**config.mk**
```make
export PLATFORM = sky130hd
export DESIGN_NAME = bbd_decode_exec
export DESIGN_NICKNAME = d
export VERILOG_FILES = /design/src/include/bbd_pkg.sv /design/src/logic/bbd_cycle_timer.sv /design/src/logic/bbd_decode_exec.sv
export SDC_FILE = /design/constraint.sdc
export NUM_CORES = 1
export LEC_CHECK = 0
export BUFFER_PORTS_ARGS = -buffer_cell sky130_fd_sc_hd__buf_2
export CORE_ASPECT_RATIO = 0.8
export CORE_MARGIN = 3
export CORE_UTILIZATION = 35
export DETAILED_ROUTE_END_ITERATION = 8
export PLACE_DENSITY_LB_ADDON = 0.05
export RECOVER_POWER = 50
export SYNTH_ARGS = -nofsm -noshare
export SYNTH_HDL_FRONTEND = slang
export SYNTH_SLANG_ARGS = --single-unit
```
**constraint.sdc**
```tcl
create_clock -name ref_clk -period 12.75 [get_ports ref_clk]
set_clock_uncertainty 0.1 [all_clocks]
set_input_delay 1.9125 -clock ref_clk [delete_from_list [all_inputs] [get_ports ref_clk]]
set_output_delay 1.9125 -clock ref_clk [all_outputs]
set_load 0.01 [all_outputs]
```
**src/include/bbd_pkg.sv**
```systemverilog
// package: opcode map, decode table, types and constants for the bit/branch unit
package bbd_pkg;

	// ------------------------------------------------------------
	// opcodes
	// ------------------------------------------------------------
	localparam logic [7:0] OP_NOP        = 8'h00;
	localparam logic [7:0] OP_FAR_JUMP   = 8'h02;
	localparam logic [7:0] OP_BR_SETCLR  = 8'h10;
	localparam logic [7:0] OP_FAR_CALL   = 8'h12;
	localparam logic [7:0] OP_BR_BSET    = 8'h20;
	localparam logic [7:0] OP_SUB_EXIT   = 8'h22;
	localparam logic [7:0] OP_BR_BCLR    = 8'h30;
	localparam logic [7:0] OP_INT_EXIT   = 8'h32;
	localparam logic [7:0] OP_BR_C       = 8'h40;
	localparam logic [7:0] OP_BR_NC      = 8'h50;
	localparam logic [7:0] OP_BR_AZ      = 8'h60;
	localparam logic [7:0] OP_BR_ANZ     = 8'h70;
	localparam logic [7:0] OP_OR_C_BIT   = 8'h72;
	localparam logic [7:0] OP_IDX_JUMP   = 8'h73;
	localparam logic [7:0] OP_SHORT      = 8'h80;
	localparam logic [7:0] OP_AND_C_BIT  = 8'h82;
	localparam logic [7:0] OP_BIT_FROM_C = 8'h92;
	localparam logic [7:0] OP_OR_C_NBIT  = 8'hA0;
	localparam logic [7:0] OP_C_FROM_BIT = 8'hA2;
	localparam logic [7:0] OP_AND_C_NBIT = 8'hB0;
	localparam logic [7:0] OP_CPL_BIT    = 8'hB2;
	localparam logic [7:0] OP_CPL_C      = 8'hB3;
	localparam logic [7:0] OP_CMP_A_IMM  = 8'hB4;
	localparam logic [7:0] OP_CMP_A_DIR  = 8'hB5;
	localparam logic [7:0] OP_CLR_BIT    = 8'hC2;
	localparam logic [7:0] OP_CLR_C      = 8'hC3;
	localparam logic [7:0] OP_SET_BIT    = 8'hD2;
	localparam logic [7:0] OP_SET_C      = 8'hD3;
	localparam logic [7:0] OP_DEC_DIR    = 8'hD5;

	// opcode groups matched on the low nibble (page jumps) or on upper bits
	localparam logic [3:0] PAGE_LOW_NIB  = 4'h1;
	localparam logic [6:0] CMP_IND_HI    = 7'h5B;
	localparam logic [4:0] CMP_REG_HI    = 5'h17;
	localparam logic [4:0] DEC_REG_HI    = 5'h1B;

	// ------------------------------------------------------------
	// address space, reset values and clocks per machine cycle
	// ------------------------------------------------------------
	localparam logic [7:0]  BIT_RAM_BASE = 8'h20;
	localparam logic [7:0]  SFR_BASE     = 8'h80;
	localparam logic [7:0]  SP_RESET     = 8'h07;
	localparam logic [15:0] PC_RESET     = 16'h0000;
	localparam int          CLKS_PER_MC  = 4;

	// ------------------------------------------------------------
	// types
	// ------------------------------------------------------------
	typedef struct packed {
		logic       known;
		logic [1:0] nbytes;
		logic [2:0] ncycles;
	} bbd_info_type;

	// one data-memory request; rdata returns the cycle after rd
	typedef struct packed {
		logic       rd;
		logic       we;
		logic       special_function_register;
		logic [7:0] addr;
		logic [7:0] wdata;
	} bbd_dreq_type;

	typedef enum logic [3:0] {
		S_OP   = 4'b0000,
		S_B1   = 4'b0001,
		S_B2   = 4'b0010,
		S_ADDR = 4'b0011,
		S_RD   = 4'b0100,
		S_PTR  = 4'b0101,
		S_EXEC = 4'b0110,
		S_PUSH = 4'b0111,
		S_WAIT = 4'b1000
	} bbd_state_type;

	// length and machine cycles of each opcode in the subset
	function automatic bbd_info_type bbd_decode(input logic [7:0] op);
		bbd_info_type d;
		d = '{known: 1'b1, nbytes: 2'h1, ncycles: 3'h1};
		if (op[3:0] == PAGE_LOW_NIB) begin
			d = '{1'b1, 2'h2, 3'h3};
		end else if (op[7:3] == CMP_REG_HI || op[7:1] == CMP_IND_HI) begin
			d = '{1'b1, 2'h3, 3'h4};
		end else if (op[7:3] == DEC_REG_HI) begin
			d = '{1'b1, 2'h2, 3'h3};
		end else begin
			case (op)
				OP_NOP, OP_CLR_C, OP_SET_C, OP_CPL_C:
					d = '{1'b1, 2'h1, 3'h1};
				OP_AND_C_BIT, OP_AND_C_NBIT, OP_OR_C_BIT, OP_OR_C_NBIT,
				OP_C_FROM_BIT, OP_BIT_FROM_C, OP_CLR_BIT, OP_SET_BIT,
				OP_CPL_BIT:
					d = '{1'b1, 2'h2, 3'h2};
				OP_FAR_JUMP, OP_FAR_CALL, OP_BR_BSET, OP_BR_BCLR,
				OP_BR_SETCLR, OP_CMP_A_IMM, OP_CMP_A_DIR, OP_DEC_DIR:
					d = '{1'b1, 2'h3, 3'h4};
				OP_SUB_EXIT, OP_INT_EXIT:
					d = '{1'b1, 2'h1, 3'h4};
				OP_SHORT, OP_BR_C, OP_BR_NC, OP_BR_AZ, OP_BR_ANZ:
					d = '{1'b1, 2'h2, 3'h3};
				OP_IDX_JUMP:
					d = '{1'b1, 2'h1, 3'h3};
				default:
					d = '{1'b0, 2'h1, 3'h1};
			endcase
		end
		return d;
	endfunction

endpackage

```
**src/logic/bbd_cycle_timer.sv**
```systemverilog
// machine-cycle divider that marks the last clock of an instruction
`timescale 1ns/10ps
module bbd_cycle_timer #(
	parameter int CLKS_PER_MC = bbd_pkg::CLKS_PER_MC
) (
	// clock and reset
	input  wire logic       ref_clk,
	input  wire logic       nrst,
	// control
	input  wire logic       start,
	input  wire logic [2:0] ncycles,
	// status
	output logic            last
);

	// ------------------------------------------------------------
	// phase divider and machine cycle countdown
	// ------------------------------------------------------------
	localparam int PW = $clog2(CLKS_PER_MC + 1);
	localparam logic [PW-1:0] PH_LAST = PW'(CLKS_PER_MC - 1);
	localparam logic [PW-1:0] PH_ONE  = PW'(1);

	logic [PW-1:0] ph_r;
	logic [2:0]    left_r;
	logic          active_r;
	logic          mc_en;

	assign mc_en = active_r && (ph_r == PH_LAST);
	assign last  = mc_en && (left_r == 3'h0);

	always_ff @(posedge ref_clk or negedge nrst) begin
		if (!nrst) begin
			ph_r     <= '0;
			left_r   <= 3'h0;
			active_r <= 1'b0;
		end else if (start) begin
			// start clock is phase 0 of the first machine cycle
			ph_r     <= PH_ONE;
			left_r   <= ncycles - 3'h1;
			active_r <= 1'b1;
		end else if (mc_en) begin
			ph_r     <= '0;
			left_r   <= left_r - 3'h1;
			active_r <= (left_r != 3'h0);
		end else if (active_r) begin
			ph_r     <= ph_r + PH_ONE;
		end
	end

endmodule

```
**src/logic/bbd_decode_exec.sv**
```systemverilog
// bit-manipulation and branch instruction sequencer with its own pc and carry
`timescale 1ns/10ps
module bbd_decode_exec #(
	parameter int CLKS_PER_MC = bbd_pkg::CLKS_PER_MC
) (
	// clock and reset
	input  wire logic         ref_clk,
	input  wire logic         nrst,
	// program memory, asynchronous read at code_addr
	output logic [15:0]       code_addr,
	input  wire logic [7:0]   code_rdata,
	// internal data memory and special registers
	output bbd_pkg::bbd_dreq_type dreq,
	input  wire logic [7:0]   data_rdata,
	// core state owned elsewhere
	input  wire logic [7:0]   acc,
	input  wire logic [15:0]  data_pointer,
	input  wire logic [1:0]   bank,
	// status
	output logic              carry,
	output logic [7:0]        sp,
	output logic              instr_done,
	output logic              prio_release,
	output logic              not_in_subset
);

	// ------------------------------------------------------------
	// state
	// ------------------------------------------------------------
	bbd_pkg::bbd_state_type st_r;
	bbd_pkg::bbd_info_type  info;
	bbd_pkg::bbd_dreq_type  dreq_r;
	logic [7:0]  op_r, b1_r, b2_r;
	logic [15:0] pc_r;
	logic [7:0]  sp_r;
	logic        carry_r, ind_r, pop_r;
	logic        done_r, release_r, unsup_r;
	logic        last;

	assign info          = bbd_pkg::bbd_decode(code_rdata);
	assign code_addr     = pc_r;
	assign dreq          = dreq_r;
	assign carry         = carry_r;
	assign sp            = sp_r;
	assign instr_done    = done_r;
	assign prio_release  = release_r;
	assign not_in_subset = unsup_r;

	bbd_cycle_timer #(
		.CLKS_PER_MC (CLKS_PER_MC)
	) u_timer (
		.ref_clk (ref_clk),
		.nrst    (nrst),
		.start   (st_r == bbd_pkg::S_OP),
		.ncycles (info.ncycles),
		.last    (last)
	);

	// ------------------------------------------------------------
	// helpers
	// ------------------------------------------------------------
	function automatic logic [7:0] bit_byte(input logic [7:0] b);
		if (b >= bbd_pkg::SFR_BASE)
			return {b[7:3], 3'h0};
		return bbd_pkg::BIT_RAM_BASE + {4'h0, b[6:3]};
	endfunction

	function automatic logic [7:0] put_bit(input logic [7:0] v,
		input logic [2:0] pos, input logic val);
		logic [7:0] r;
		r = v;
		r[pos] = val;
		return r;
	endfunction

	function automatic logic [1:0] info_len(input logic [7:0] op);
		bbd_pkg::bbd_info_type d;
		d = bbd_pkg::bbd_decode(op);
		return d.nbytes;
	endfunction

	// ------------------------------------------------------------
	// operand selection and execution
	// ------------------------------------------------------------
	logic        uses_bit, is_cmp_ind, is_cmp_reg, is_dec_reg, is_page;
	logic        is_exit, is_call;
	logic [7:0]  ea, rel, cmp_a, cmp_b, dec_v;
	logic        bit_in, take, wr_en, carry_nxt;
	logic [7:0]  wr_byte;
	logic [15:0] target, rel_target;

	assign is_page    = (op_r[3:0] == bbd_pkg::PAGE_LOW_NIB);
	assign is_cmp_ind = (op_r[7:1] == bbd_pkg::CMP_IND_HI);
	assign is_cmp_reg = (op_r[7:3] == bbd_pkg::CMP_REG_HI);
	assign is_dec_reg = (op_r[7:3] == bbd_pkg::DEC_REG_HI);
	assign is_exit    = (op_r == bbd_pkg::OP_SUB_EXIT) ||
		(op_r == bbd_pkg::OP_INT_EXIT);
	assign is_call    = (is_page && op_r[4]) ||
		(op_r == bbd_pkg::OP_FAR_CALL);
	assign bit_in     = data_rdata[b1_r[2:0]];
	assign dec_v      = data_rdata - 8'h01;
	// two-byte branches carry the displacement in byte 1
	assign rel        = (info_len(op_r) == 2'h2) ? b1_r : b2_r;
	assign rel_target = pc_r + {{8{rel[7]}}, rel};

	always_comb begin
		uses_bit = 1'b0;
		ea       = b1_r;
		case (op_r)
			bbd_pkg::OP_AND_C_BIT, bbd_pkg::OP_AND_C_NBIT,
			bbd_pkg::OP_OR_C_BIT, bbd_pkg::OP_OR_C_NBIT,
			bbd_pkg::OP_C_FROM_BIT, bbd_pkg::OP_BIT_FROM_C,
			bbd_pkg::OP_CLR_BIT, bbd_pkg::OP_SET_BIT,
			bbd_pkg::OP_CPL_BIT, bbd_pkg::OP_BR_BSET,
			bbd_pkg::OP_BR_BCLR, bbd_pkg::OP_BR_SETCLR: begin
				uses_bit = 1'b1;
				ea       = bit_byte(b1_r);
			end
			bbd_pkg::OP_CMP_A_DIR, bbd_pkg::OP_DEC_DIR:
				ea = b1_r;
			bbd_pkg::OP_SUB_EXIT, bbd_pkg::OP_INT_EXIT:
				ea = sp_r;
			default: begin
				if (is_cmp_ind)
					ea = {3'h0, bank, 2'h0, op_r[0]};
				else if (is_cmp_reg || is_dec_reg)
					ea = {3'h0, bank, op_r[2:0]};
			end
		endcase
	end

	always_comb begin
		take      = 1'b0;
		wr_en     = 1'b0;
		wr_byte   = data_rdata;
		carry_nxt = carry_r;
		target    = rel_target;
		cmp_a     = acc;
		cmp_b     = b1_r;
		case (op_r)
			bbd_pkg::OP_AND_C_BIT:  carry_nxt = carry_r & bit_in;
			bbd_pkg::OP_AND_C_NBIT: carry_nxt = carry_r & ~bit_in;
			bbd_pkg::OP_OR_C_BIT:   carry_nxt = carry_r | bit_in;
			bbd_pkg::OP_OR_C_NBIT:  carry_nxt = carry_r | ~bit_in;
			bbd_pkg::OP_C_FROM_BIT: carry_nxt = bit_in;
			bbd_pkg::OP_BIT_FROM_C: begin
				wr_en   = 1'b1;
				wr_byte = put_bit(data_rdata, b1_r[2:0], carry_r);
			end
			bbd_pkg::OP_CLR_C: carry_nxt = 1'b0;
			bbd_pkg::OP_SET_C: carry_nxt = 1'b1;
			bbd_pkg::OP_CPL_C: carry_nxt = ~carry_r;
			bbd_pkg::OP_CLR_BIT, bbd_pkg::OP_SET_BIT,
			bbd_pkg::OP_CPL_BIT: begin
				wr_en   = 1'b1;
				wr_byte = put_bit(data_rdata, b1_r[2:0],
					(op_r == bbd_pkg::OP_SET_BIT) ||
					((op_r == bbd_pkg::OP_CPL_BIT) && !bit_in));
			end
			bbd_pkg::OP_SHORT:  take = 1'b1;
			bbd_pkg::OP_IDX_JUMP: begin
				take   = 1'b1;
				target = data_pointer + {8'h00, acc};
			end
			bbd_pkg::OP_BR_AZ:   take = (acc == 8'h00);
			bbd_pkg::OP_BR_ANZ:  take = (acc != 8'h00);
			bbd_pkg::OP_BR_C:    take = carry_r;
			bbd_pkg::OP_BR_NC:   take = ~carry_r;
			bbd_pkg::OP_BR_BSET: take = bit_in;
			bbd_pkg::OP_BR_BCLR: take = ~bit_in;
			bbd_pkg::OP_BR_SETCLR: begin
				take    = bit_in;
				wr_en   = bit_in;
				wr_byte = put_bit(data_rdata, b1_r[2:0], 1'b0);
			end
			bbd_pkg::OP_FAR_JUMP, bbd_pkg::OP_FAR_CALL: begin
				take   = 1'b1;
				target = {b1_r, b2_r};
			end
			bbd_pkg::OP_CMP_A_DIR: begin
				cmp_b = data_rdata;
				take  = (cmp_a != cmp_b);
			end
			bbd_pkg::OP_CMP_A_IMM: take = (cmp_a != cmp_b);
			bbd_pkg::OP_DEC_DIR: begin
				wr_en   = 1'b1;
				wr_byte = dec_v;
				take    = (dec_v != 8'h00);
			end
			default: begin
				if (is_page) begin
					take   = 1'b1;
					target = {pc_r[15:11], op_r[7:5], b1_r};
				end else if (is_cmp_reg || is_cmp_ind) begin
					cmp_a = data_rdata;
					take  = (cmp_a != cmp_b);
				end else if (is_dec_reg) begin
					wr_en   = 1'b1;
					wr_byte = dec_v;
					take    = (dec_v != 8'h00);
				end
			end
		endcase
		// every compare, equal or not, leaves carry as the unsigned borrow
		if (op_r == bbd_pkg::OP_CMP_A_DIR || op_r == bbd_pkg::OP_CMP_A_IMM ||
			is_cmp_reg || is_cmp_ind)
			carry_nxt = (cmp_a < cmp_b);
	end

	// ------------------------------------------------------------
	// sequencer
	// ------------------------------------------------------------
	always_ff @(posedge ref_clk or negedge nrst) begin
		if (!nrst) begin
			st_r  <= bbd_pkg::S_OP;
			op_r  <= bbd_pkg::OP_NOP;
			b1_r  <= 8'h00;
			b2_r  <= 8'h00;
			ind_r <= 1'b0;
			pop_r <= 1'b0;
		end else begin
			case (st_r)
				bbd_pkg::S_OP: begin
					op_r  <= code_rdata;
					ind_r <= (code_rdata[7:1] == bbd_pkg::CMP_IND_HI);
					pop_r <= 1'b0;
					if (info.nbytes != 2'h1)
						st_r <= bbd_pkg::S_B1;
					else
						st_r <= bbd_pkg::S_ADDR;
				end
				bbd_pkg::S_B1: begin
					b1_r <= code_rdata;
					st_r <= (info_len(op_r) == 2'h3) ?
						bbd_pkg::S_B2 : bbd_pkg::S_ADDR;
				end
				bbd_pkg::S_B2: begin
					b2_r <= code_rdata;
					st_r <= bbd_pkg::S_ADDR;
				end
				bbd_pkg::S_ADDR: begin
					if (uses_bit || is_exit || is_cmp_ind || is_cmp_reg ||
						is_dec_reg || op_r == bbd_pkg::OP_CMP_A_DIR ||
						op_r == bbd_pkg::OP_DEC_DIR)
						st_r <= bbd_pkg::S_RD;
					else
						st_r <= bbd_pkg::S_EXEC;
				end
				bbd_pkg::S_RD: st_r <= ind_r ? bbd_pkg::S_PTR : bbd_pkg::S_EXEC;
				bbd_pkg::S_PTR: begin
					ind_r <= 1'b0;
					st_r  <= bbd_pkg::S_RD;
				end
				bbd_pkg::S_EXEC: begin
					if (is_exit && !pop_r) begin
						b2_r  <= data_rdata;
						pop_r <= 1'b1;
						st_r  <= bbd_pkg::S_RD;
					end else if (is_call) begin
						st_r <= bbd_pkg::S_PUSH;
					end else begin
						st_r <= bbd_pkg::S_WAIT;
					end
				end
				bbd_pkg::S_PUSH: st_r <= bbd_pkg::S_WAIT;
				bbd_pkg::S_WAIT: if (last) st_r <= bbd_pkg::S_OP;
				default: st_r <= bbd_pkg::S_OP;
			endcase
		end
	end

	// program counter and stack pointer
	always_ff @(posedge ref_clk or negedge nrst) begin
		if (!nrst) begin
			pc_r <= bbd_pkg::PC_RESET;
			sp_r <= bbd_pkg::SP_RESET;
		end else if (st_r == bbd_pkg::S_OP || st_r == bbd_pkg::S_B1 ||
			st_r == bbd_pkg::S_B2) begin
			pc_r <= pc_r + 16'h0001;
		end else if (st_r == bbd_pkg::S_EXEC) begin
			if (is_exit && pop_r) begin
				pc_r <= {b2_r, data_rdata};
				sp_r <= sp_r - 8'h02;
			end else if (take && !is_call && !is_exit) begin
				pc_r <= target;
			end
		end else if (st_r == bbd_pkg::S_PUSH) begin
			// pc holds the return address until both bytes are pushed
			pc_r <= target;
			sp_r <= sp_r + 8'h02;
		end
	end

	// carry flag
	always_ff @(posedge ref_clk or negedge nrst) begin
		if (!nrst)
			carry_r <= 1'b0;
		else if (st_r == bbd_pkg::S_EXEC)
			carry_r <= carry_nxt;
	end

	// data memory port: reads in S_ADDR/S_PTR/pop, writes in S_EXEC/S_PUSH
	always_ff @(posedge ref_clk or negedge nrst) begin
		if (!nrst) begin
			dreq_r <= '0;
		end else begin
			dreq_r <= '0;
			case (st_r)
				bbd_pkg::S_ADDR: begin
					dreq_r.rd   <= 1'b1;
					dreq_r.addr <= ea;
					dreq_r.special_function_register  <= !is_cmp_ind && !is_exit &&
						!is_cmp_reg && !is_dec_reg && (ea >= bbd_pkg::SFR_BASE);
				end
				bbd_pkg::S_PTR: begin
					// indirect targets internal RAM only
					dreq_r.rd   <= 1'b1;
					dreq_r.addr <= data_rdata;
				end
				bbd_pkg::S_EXEC: begin
					if (is_exit && !pop_r) begin
						dreq_r.rd   <= 1'b1;
						dreq_r.addr <= sp_r - 8'h01;
					end else if (is_call) begin
						dreq_r.we    <= 1'b1;
						dreq_r.addr  <= sp_r + 8'h01;
						dreq_r.wdata <= pc_r[7:0];
					end else if (wr_en) begin
						dreq_r.we    <= 1'b1;
						dreq_r.addr  <= ea;
						// a direct decrement writes back where it read from
						dreq_r.special_function_register   <= (uses_bit ||
							op_r == bbd_pkg::OP_DEC_DIR) &&
							(ea >= bbd_pkg::SFR_BASE);
						dreq_r.wdata <= wr_byte;
					end
				end
				bbd_pkg::S_PUSH: begin
					dreq_r.we    <= 1'b1;
					dreq_r.addr  <= sp_r + 8'h02;
					dreq_r.wdata <= pc_r[15:8];
				end
				default: dreq_r <= '0;
			endcase
		end
	end

	// status pulses
	always_ff @(posedge ref_clk or negedge nrst) begin
		if (!nrst) begin
			done_r    <= 1'b0;
			release_r <= 1'b0;
			unsup_r   <= 1'b0;
		end else begin
			done_r    <= (st_r == bbd_pkg::S_WAIT) && last;
			release_r <= (st_r == bbd_pkg::S_EXEC) && pop_r &&
				(op_r == bbd_pkg::OP_INT_EXIT);
			unsup_r   <= (st_r == bbd_pkg::S_OP) && !info.known;
		end
	end

endmodule

```
Word level (Yosys, flattened, before mapping)
Cells that the tools add are included.
{ "word_totals": {"register_bits": 84, "inputBits": 44, "out_inout_bits": 47, "wordCells": 301} }
{ "op_classes": {"n_addsub": 12, "order_cmp": 5, "eq_ne": 83, "n_mux": 85, "bitwise": 9, "reduce_logical": 87} }
{ "op_table": {"columns": ["operator", "n"], "rows": [
  ["$eq 8x8->1 const B", 30],
  ["$mux 8", 18],
  ["$mux 16", 7],
  ["$eq 8x7->1 const B", 12],
  ["$eq 8x6->1 const B", 8],
  ["$pmux 16 s3", 1],
  ["$pmux 8 s5", 1],
  ["$pmux 4 s9", 1],
  ["$pmux 6 s6", 1],
  ["$eq 8x5->1 const B", 4],
  ["$pmux 8 s2", 2],
  ["$pmux 8 s4", 1],
  ["$pmux 5 s6", 1],
  ["$reduce_or 26->1", 1],
  ["$logic_not 8->1", 3],
  ["$ne 8x8->1", 3],
  ["$pmux 8 s3", 1],
  ["$reduce_or 12->1", 2],
  ["$reduce_or 23->1", 1],
  ["$eq 5x5->1 const B", 4],
  ["$mux 5", 4],
  ["$reduce_or 20->1", 1],
  ["$mux 1", 19],
  ["$logic_and 1x1->1", 18],
  ["58 further kinds", 137]
]} }

Longest topological paths before layout
{ "logic_depth": {"ltp_word": 15, "mapped_depth": 19, "ltp_nobuf": 16} }

Cells and area by module
From an unflattened synthesis, not the netlist that was laid out.
{ "hier_totals": {"cells_unflattened": 1149, "hier_area_um2": 8698.3} }
{ "by_module_without_submodules": {"columns": ["mod", "n_inst", "cells_each", "area_each_um2", "seq_area_each_um2"], "rows": [
  ["bbd_decode_exec", 1, 1115, 8311.7, 1904.3],
  ["bbd_cycle_timer", 1, 34, 386.6, 175.2]
]} }

Worst setup path after synthesis
No wires, ideal clock.
{ "synth_timing": {"path_type": "input port to flip-flop", "startpoint": "in data_rdata[1]", "endpoint": "reg pc_r[12] (netlist: code_addr[12])", "setup_ps": 121, "arrival_time_ps": 4363, "required_time_ps": 12529, "setup_slack_ps": 8166, "cell_stages": 12, "path_buffers": 2, "cell_sequence": "clkbuf_1 -> inv_1 -> ha_1 -> or3b_2 -> o31ai_1 -> a31oi_1 -> a2111oi_1 -> o211ai_1 -> o21ai_2 -> buf_4 -> a21oi_1 -> o22a_1"} }
{ "synth_via": {"elab_chain_len": 10, "word_cells_on_any_way": 15, "cone_classes": "add/sub (1); eq/ne (3); mux (6); bitwise (1); reduce/logical (4)"} }
{ "synth_lines": {"columns": ["item", "line_no", "rtl"], "rows": [
  ["start: declaration", "bbd_decode_exec.sv:14", "input wire logic [7:0] data_rdata,"],
  ["$sub 8x1->8", "bbd_decode_exec.sv:101", "assign dec_v = data_rdata - 8'h01;"],
  ["$reduce_bool 8->1", "bbd_decode_exec.sv:188, bbd_decode_exec.sv:200", null],
  ["$mux 1", "bbd_decode_exec.sv:197", "end else if (is_dec_reg) begin"],
  ["$mux 1", "bbd_decode_exec.sv:194", "end else if (is_cmp_reg || is_cmp_ind) begin"],
  ["$mux 1", "bbd_decode_exec.sv:191", "if (is_page) begin"],
  ["$pmux 1 s11 *", "bbd_decode_exec.sv:140", "case (op_r)"],
  ["$logic_and 1x1->1 * (2 in series)", "bbd_decode_exec.sv:284", "end else if (take && !is_call && !is_exit) begin"],
  ["$ne 4x2->1 (no line) *", null, null],
  ["$reduce_and 2->1 (no line) *", null, null],
  ["end signal: assignment", "bbd_decode_exec.sv:282", "pc_r <= {b2_r, data_rdata};"],
  ["end signal: assignment", "bbd_decode_exec.sv:285", "pc_r <= target;"],
  ["end signal: assignment", "bbd_decode_exec.sv:289", "pc_r <= target;"],
  ["end: declaration", "bbd_decode_exec.sv:34", "logic [15:0] pc_r;"]
]} }
Mark *: on every way between the ends. The rest lies on a longest branch, timed or not. The select of a mux whose other input is x is not followed.
A chain may end at the register's enable or synchronous reset.

==> impl_metrics.tcl <==
set metrics [dict create \
    yosys_warnings 0 \
    hold_path.class "flop to flop" \
    cpPeakStageDelay_ns 1.77 \
    numClockSinks 83 \
    fin_nets 1198 \
    cpMaxStageDelayCell "clkbuf_1" \
    violations "capacitance limit, slew limit" \
    async_flop_share_pct 100 \
    hp-start "u_timer.ph_r[2]" \
    syn_inst 1076 \
    final.setup.tns_ns 0 \
    vdd_ir_drop_max_uv 54.6 \
    status "finished, violations left" \
    synth_ff_type "dfrtp_1" \
    diodes 0 \
    die_y_um 146 \
    drt_iter0_drc 1038 \
    synth_area_leader_cell "dfrtp_1" \
    grt_pass1_vias 8191 \
    grt_pass1_wl_mm 52.6 \
    netlist_top_cells_count "nand2_1 (103), nor2_1 (83), dfrtp_1 (81)" \
    grt_overflow 0 \
    grt_use_total_pct 25.5 \
    synth_most_common_cell "nand2_1" \
    slew_viol_final 104 \
    synthTopCellsByArea "dfrtp_1 (24%), ha_1 (5.8%), nand2_1 (4.5%)" \
    coreArea_sq_um 23800 \
    viasPerCell 6.23 \
    post_cts_resized 0 \
    worstSetupEndpointType "async pin" \
    holdPathStages 1 \
    wl_per_cell_um 24.2 \
    die_area_sq_um 26600 \
    antenna_violating_nets_post_route 0 \
    routabilityCongestion 0.994 \
    cap_viol_max_count 3 \
    critPathBufInv 2 \
    rsz0062_at_grt "false" \
    synthToLayoutAreaGrowth_pct 9.80 \
    holdPathEnd "u_timer.ph_r[2]" \
    pwr_density_cell_nw_per_um2 68.2 \
    finalCritPeriodShare_pct 43.0 \
    post_dp_cell_area_sq_um 9230 \
    path_clk_slew_ns 0.07 \
    syn_nets 1162 \
    cpLargestDelayFamily "buffers and inverters" \
    start_util_pct 36.2 \
    place_hpwl_mm 26.2 \
    layout_min_cycle_time_ns 5.48 \
    drc 0 \
    final_area_sq_um 9470 \
    yosysUniqueCellTypes 89 \
    setup_viol 0 \
    root_buffer "clkbuf_16" \
    cts_setup_buffers 0 \
    drt_wl_total_mm 34.6 \
    hold_viol 0 \
    grt_max_degree 44 \
    leakage_uw 0.00399 \
    drive_gt1_share_pct 14.8 \
    ys_ff_latch 83 \
    clk_latency_ns 0.36 \
    cp_common_cell "clkbuf_1" \
    cts.htree.levels 3 \
    critical_path_class "input pin to async pin" \
    antenna_found_initial 0 \
    port_buffers 89 \
    r2r_slack_ns 7.40 \
    startpoint_type "input pin" \
    numCtsBuffers 9 \
    worst_r2r_path_depth 14 \
    firstDrtPassIters 7 \
    syn_area_per_cell_sq_um 8.01 \
    vias 8904 \
    clockBufferDepth 2 \
    io_pins 91 \
    crit_chain "clkbuf_1 > clkbuf_1" \
    rows 50 \
    die_x_um 181 \
    tightest_slew_ns 2.36 \
    seq_area_frac_synth_pct 24.1 \
    cts_tree "built" \
    cp_data_required_time_ns 12.63 \
    synth_edf_count 0 \
    r2r_start "op_r[5]" \
    syn_area_sq_um 8620 \
    slew_headroom_pct -57.4 \
    path_max_fanout 43 \
    synth_top_area_share_pct 23.5 \
    reg2reg_to "code_addr[12]" \
    cts_hold_buf 0 \
    arrival_ns 5.37 \
    fin_util_pct 39.7 \
    max_freq_mhz 182 \
]
cell usage in the layout, fill, tap and decap left out, types with 9 or more instances in the layout:
cell type  Yosys  layout
nor2_1        83      83
o31ai_1       17      17
a221oi_1      14      14
a211oi_1      12      12
ha_1          40      40
a22oi_1       16      16
nand4_1       10      10
nor2b_1       13      13
nand3_1       38      38
dfrtp_1       81      81
xor2_1        24      24
or3_1         13      13
nand2_1      103     103
buf_2         20      87
clkbuf_16      0       9
o21ai_0       68      68
and2_1        12      12
nand2b_1      13      13
mux2_2        26      25
mux2i_1       21      21
o211ai_1      11      11
o221ai_1      13      13
a21o_1        10      10
buf_4          3      14
inv_1         22      22
a21oi_1       71      71
and3_1        15      15
o22ai_1       13      13
a31oi_1       12      12
xnor2_1       39      39
nor4_1        11      12
nor3_1        25      26
cell type report:
type / count / area [sq um]
Tap cell: 312 / 390
Sequential cell: 83 / 2080
Fill cell: 2489 / 14400
Clock buffer: 10 / 229
Clock inverter: 6 / 48.8
Multi-Input combinational cell: 890 / 6080
Inverter: 22 / 82.6
Timing Repair Buffer: 106 / 559
cells by family (layout without fill, tap and decap cells):
family	after synthesis	after routing	share of synthesized area (%)
AOI/OAI and AO/OA	348	348	28.2
xor gates and xnor gates	63	63	6.40
adders and majority gates	42	42	6.27
buffers and inverters	103	144	5.25
DFF	83	83	24.1
muxes	48	48	5.96
other	1	1	0.0435
and+or+nand+nor	388	388	23.7
worst max path at each step:
| stage | from | to | slack, ns | cells after the start |
|---|---|---|---|---|
| after floorplan | data_rdata[1] | code_addr[12] | 8.17 | 12 |
| after global placement | data_rdata[1] | code_addr[15] | 7.36 | 12 |
| after detailed placement | data_rdata[1] | code_addr[15] | 7.38 | 12 |
| after CTS | op_r[5] | code_addr[12] | 7.49 | 14 |
| after global routing | nrst | code_addr[1] | 6.38 | 2 |
| final | nrst | code_addr[12] | 7.27 | 2 |
power breakdown:
part / switching (uW) / total [uW] / internal [uW] / leakage [uW]
Clock: 126 / 261 / 135 / 0.000131
Sequential: 4.83 / 270 / 265 / 0.00102
Combinational: 71.9 / 115 / 42.7 / 0.00283
worst register-to-register path, delay by kind of cell (launching register included):
family	cells	cell delay (ns)
flops	1	0.84
simple gates	5	1.84
xor+xnor	1	0.18
fa+ha+maj	1	0.39
mux	1	0.50
compound gates	6	1.40
metrics by stage:
| step | cells | setup WS, ns | total power, uW | hold slack (ns) |
|---|---|---|---|---|
| global route | 1429 | 6.38 | 675 | 0.432 |
| detailed placement | 1413 | 7.38 | 388 | 0.403 |
| global placement | 1413 | 7.36 | 389 | 0.401 |
| CTS | 1429 | 7.49 | 651 | 0.423 |
| finish | 1429 | 7.27 | 646 | 0.415 |
| floorplan | 1076 | 8.17 | 343 | 0.372 |
registers in the layout (all words and copies together), names as in the netlist, 3 cells and up:
signal          cells
st_r                4
dreq               19
u_timer.left_r      3
b2_r                8
sp                  7
b1_r                8
u_timer.ph_r        3
code_addr          16
op_r                8
metal layers:
layer	track usage [%]	wire (um)
met1	40.9	17100
met2	32.7	13200
met3	6.92	3620
met4	6.20	669
met5	0	0
(Power assumes the default switching activity.)
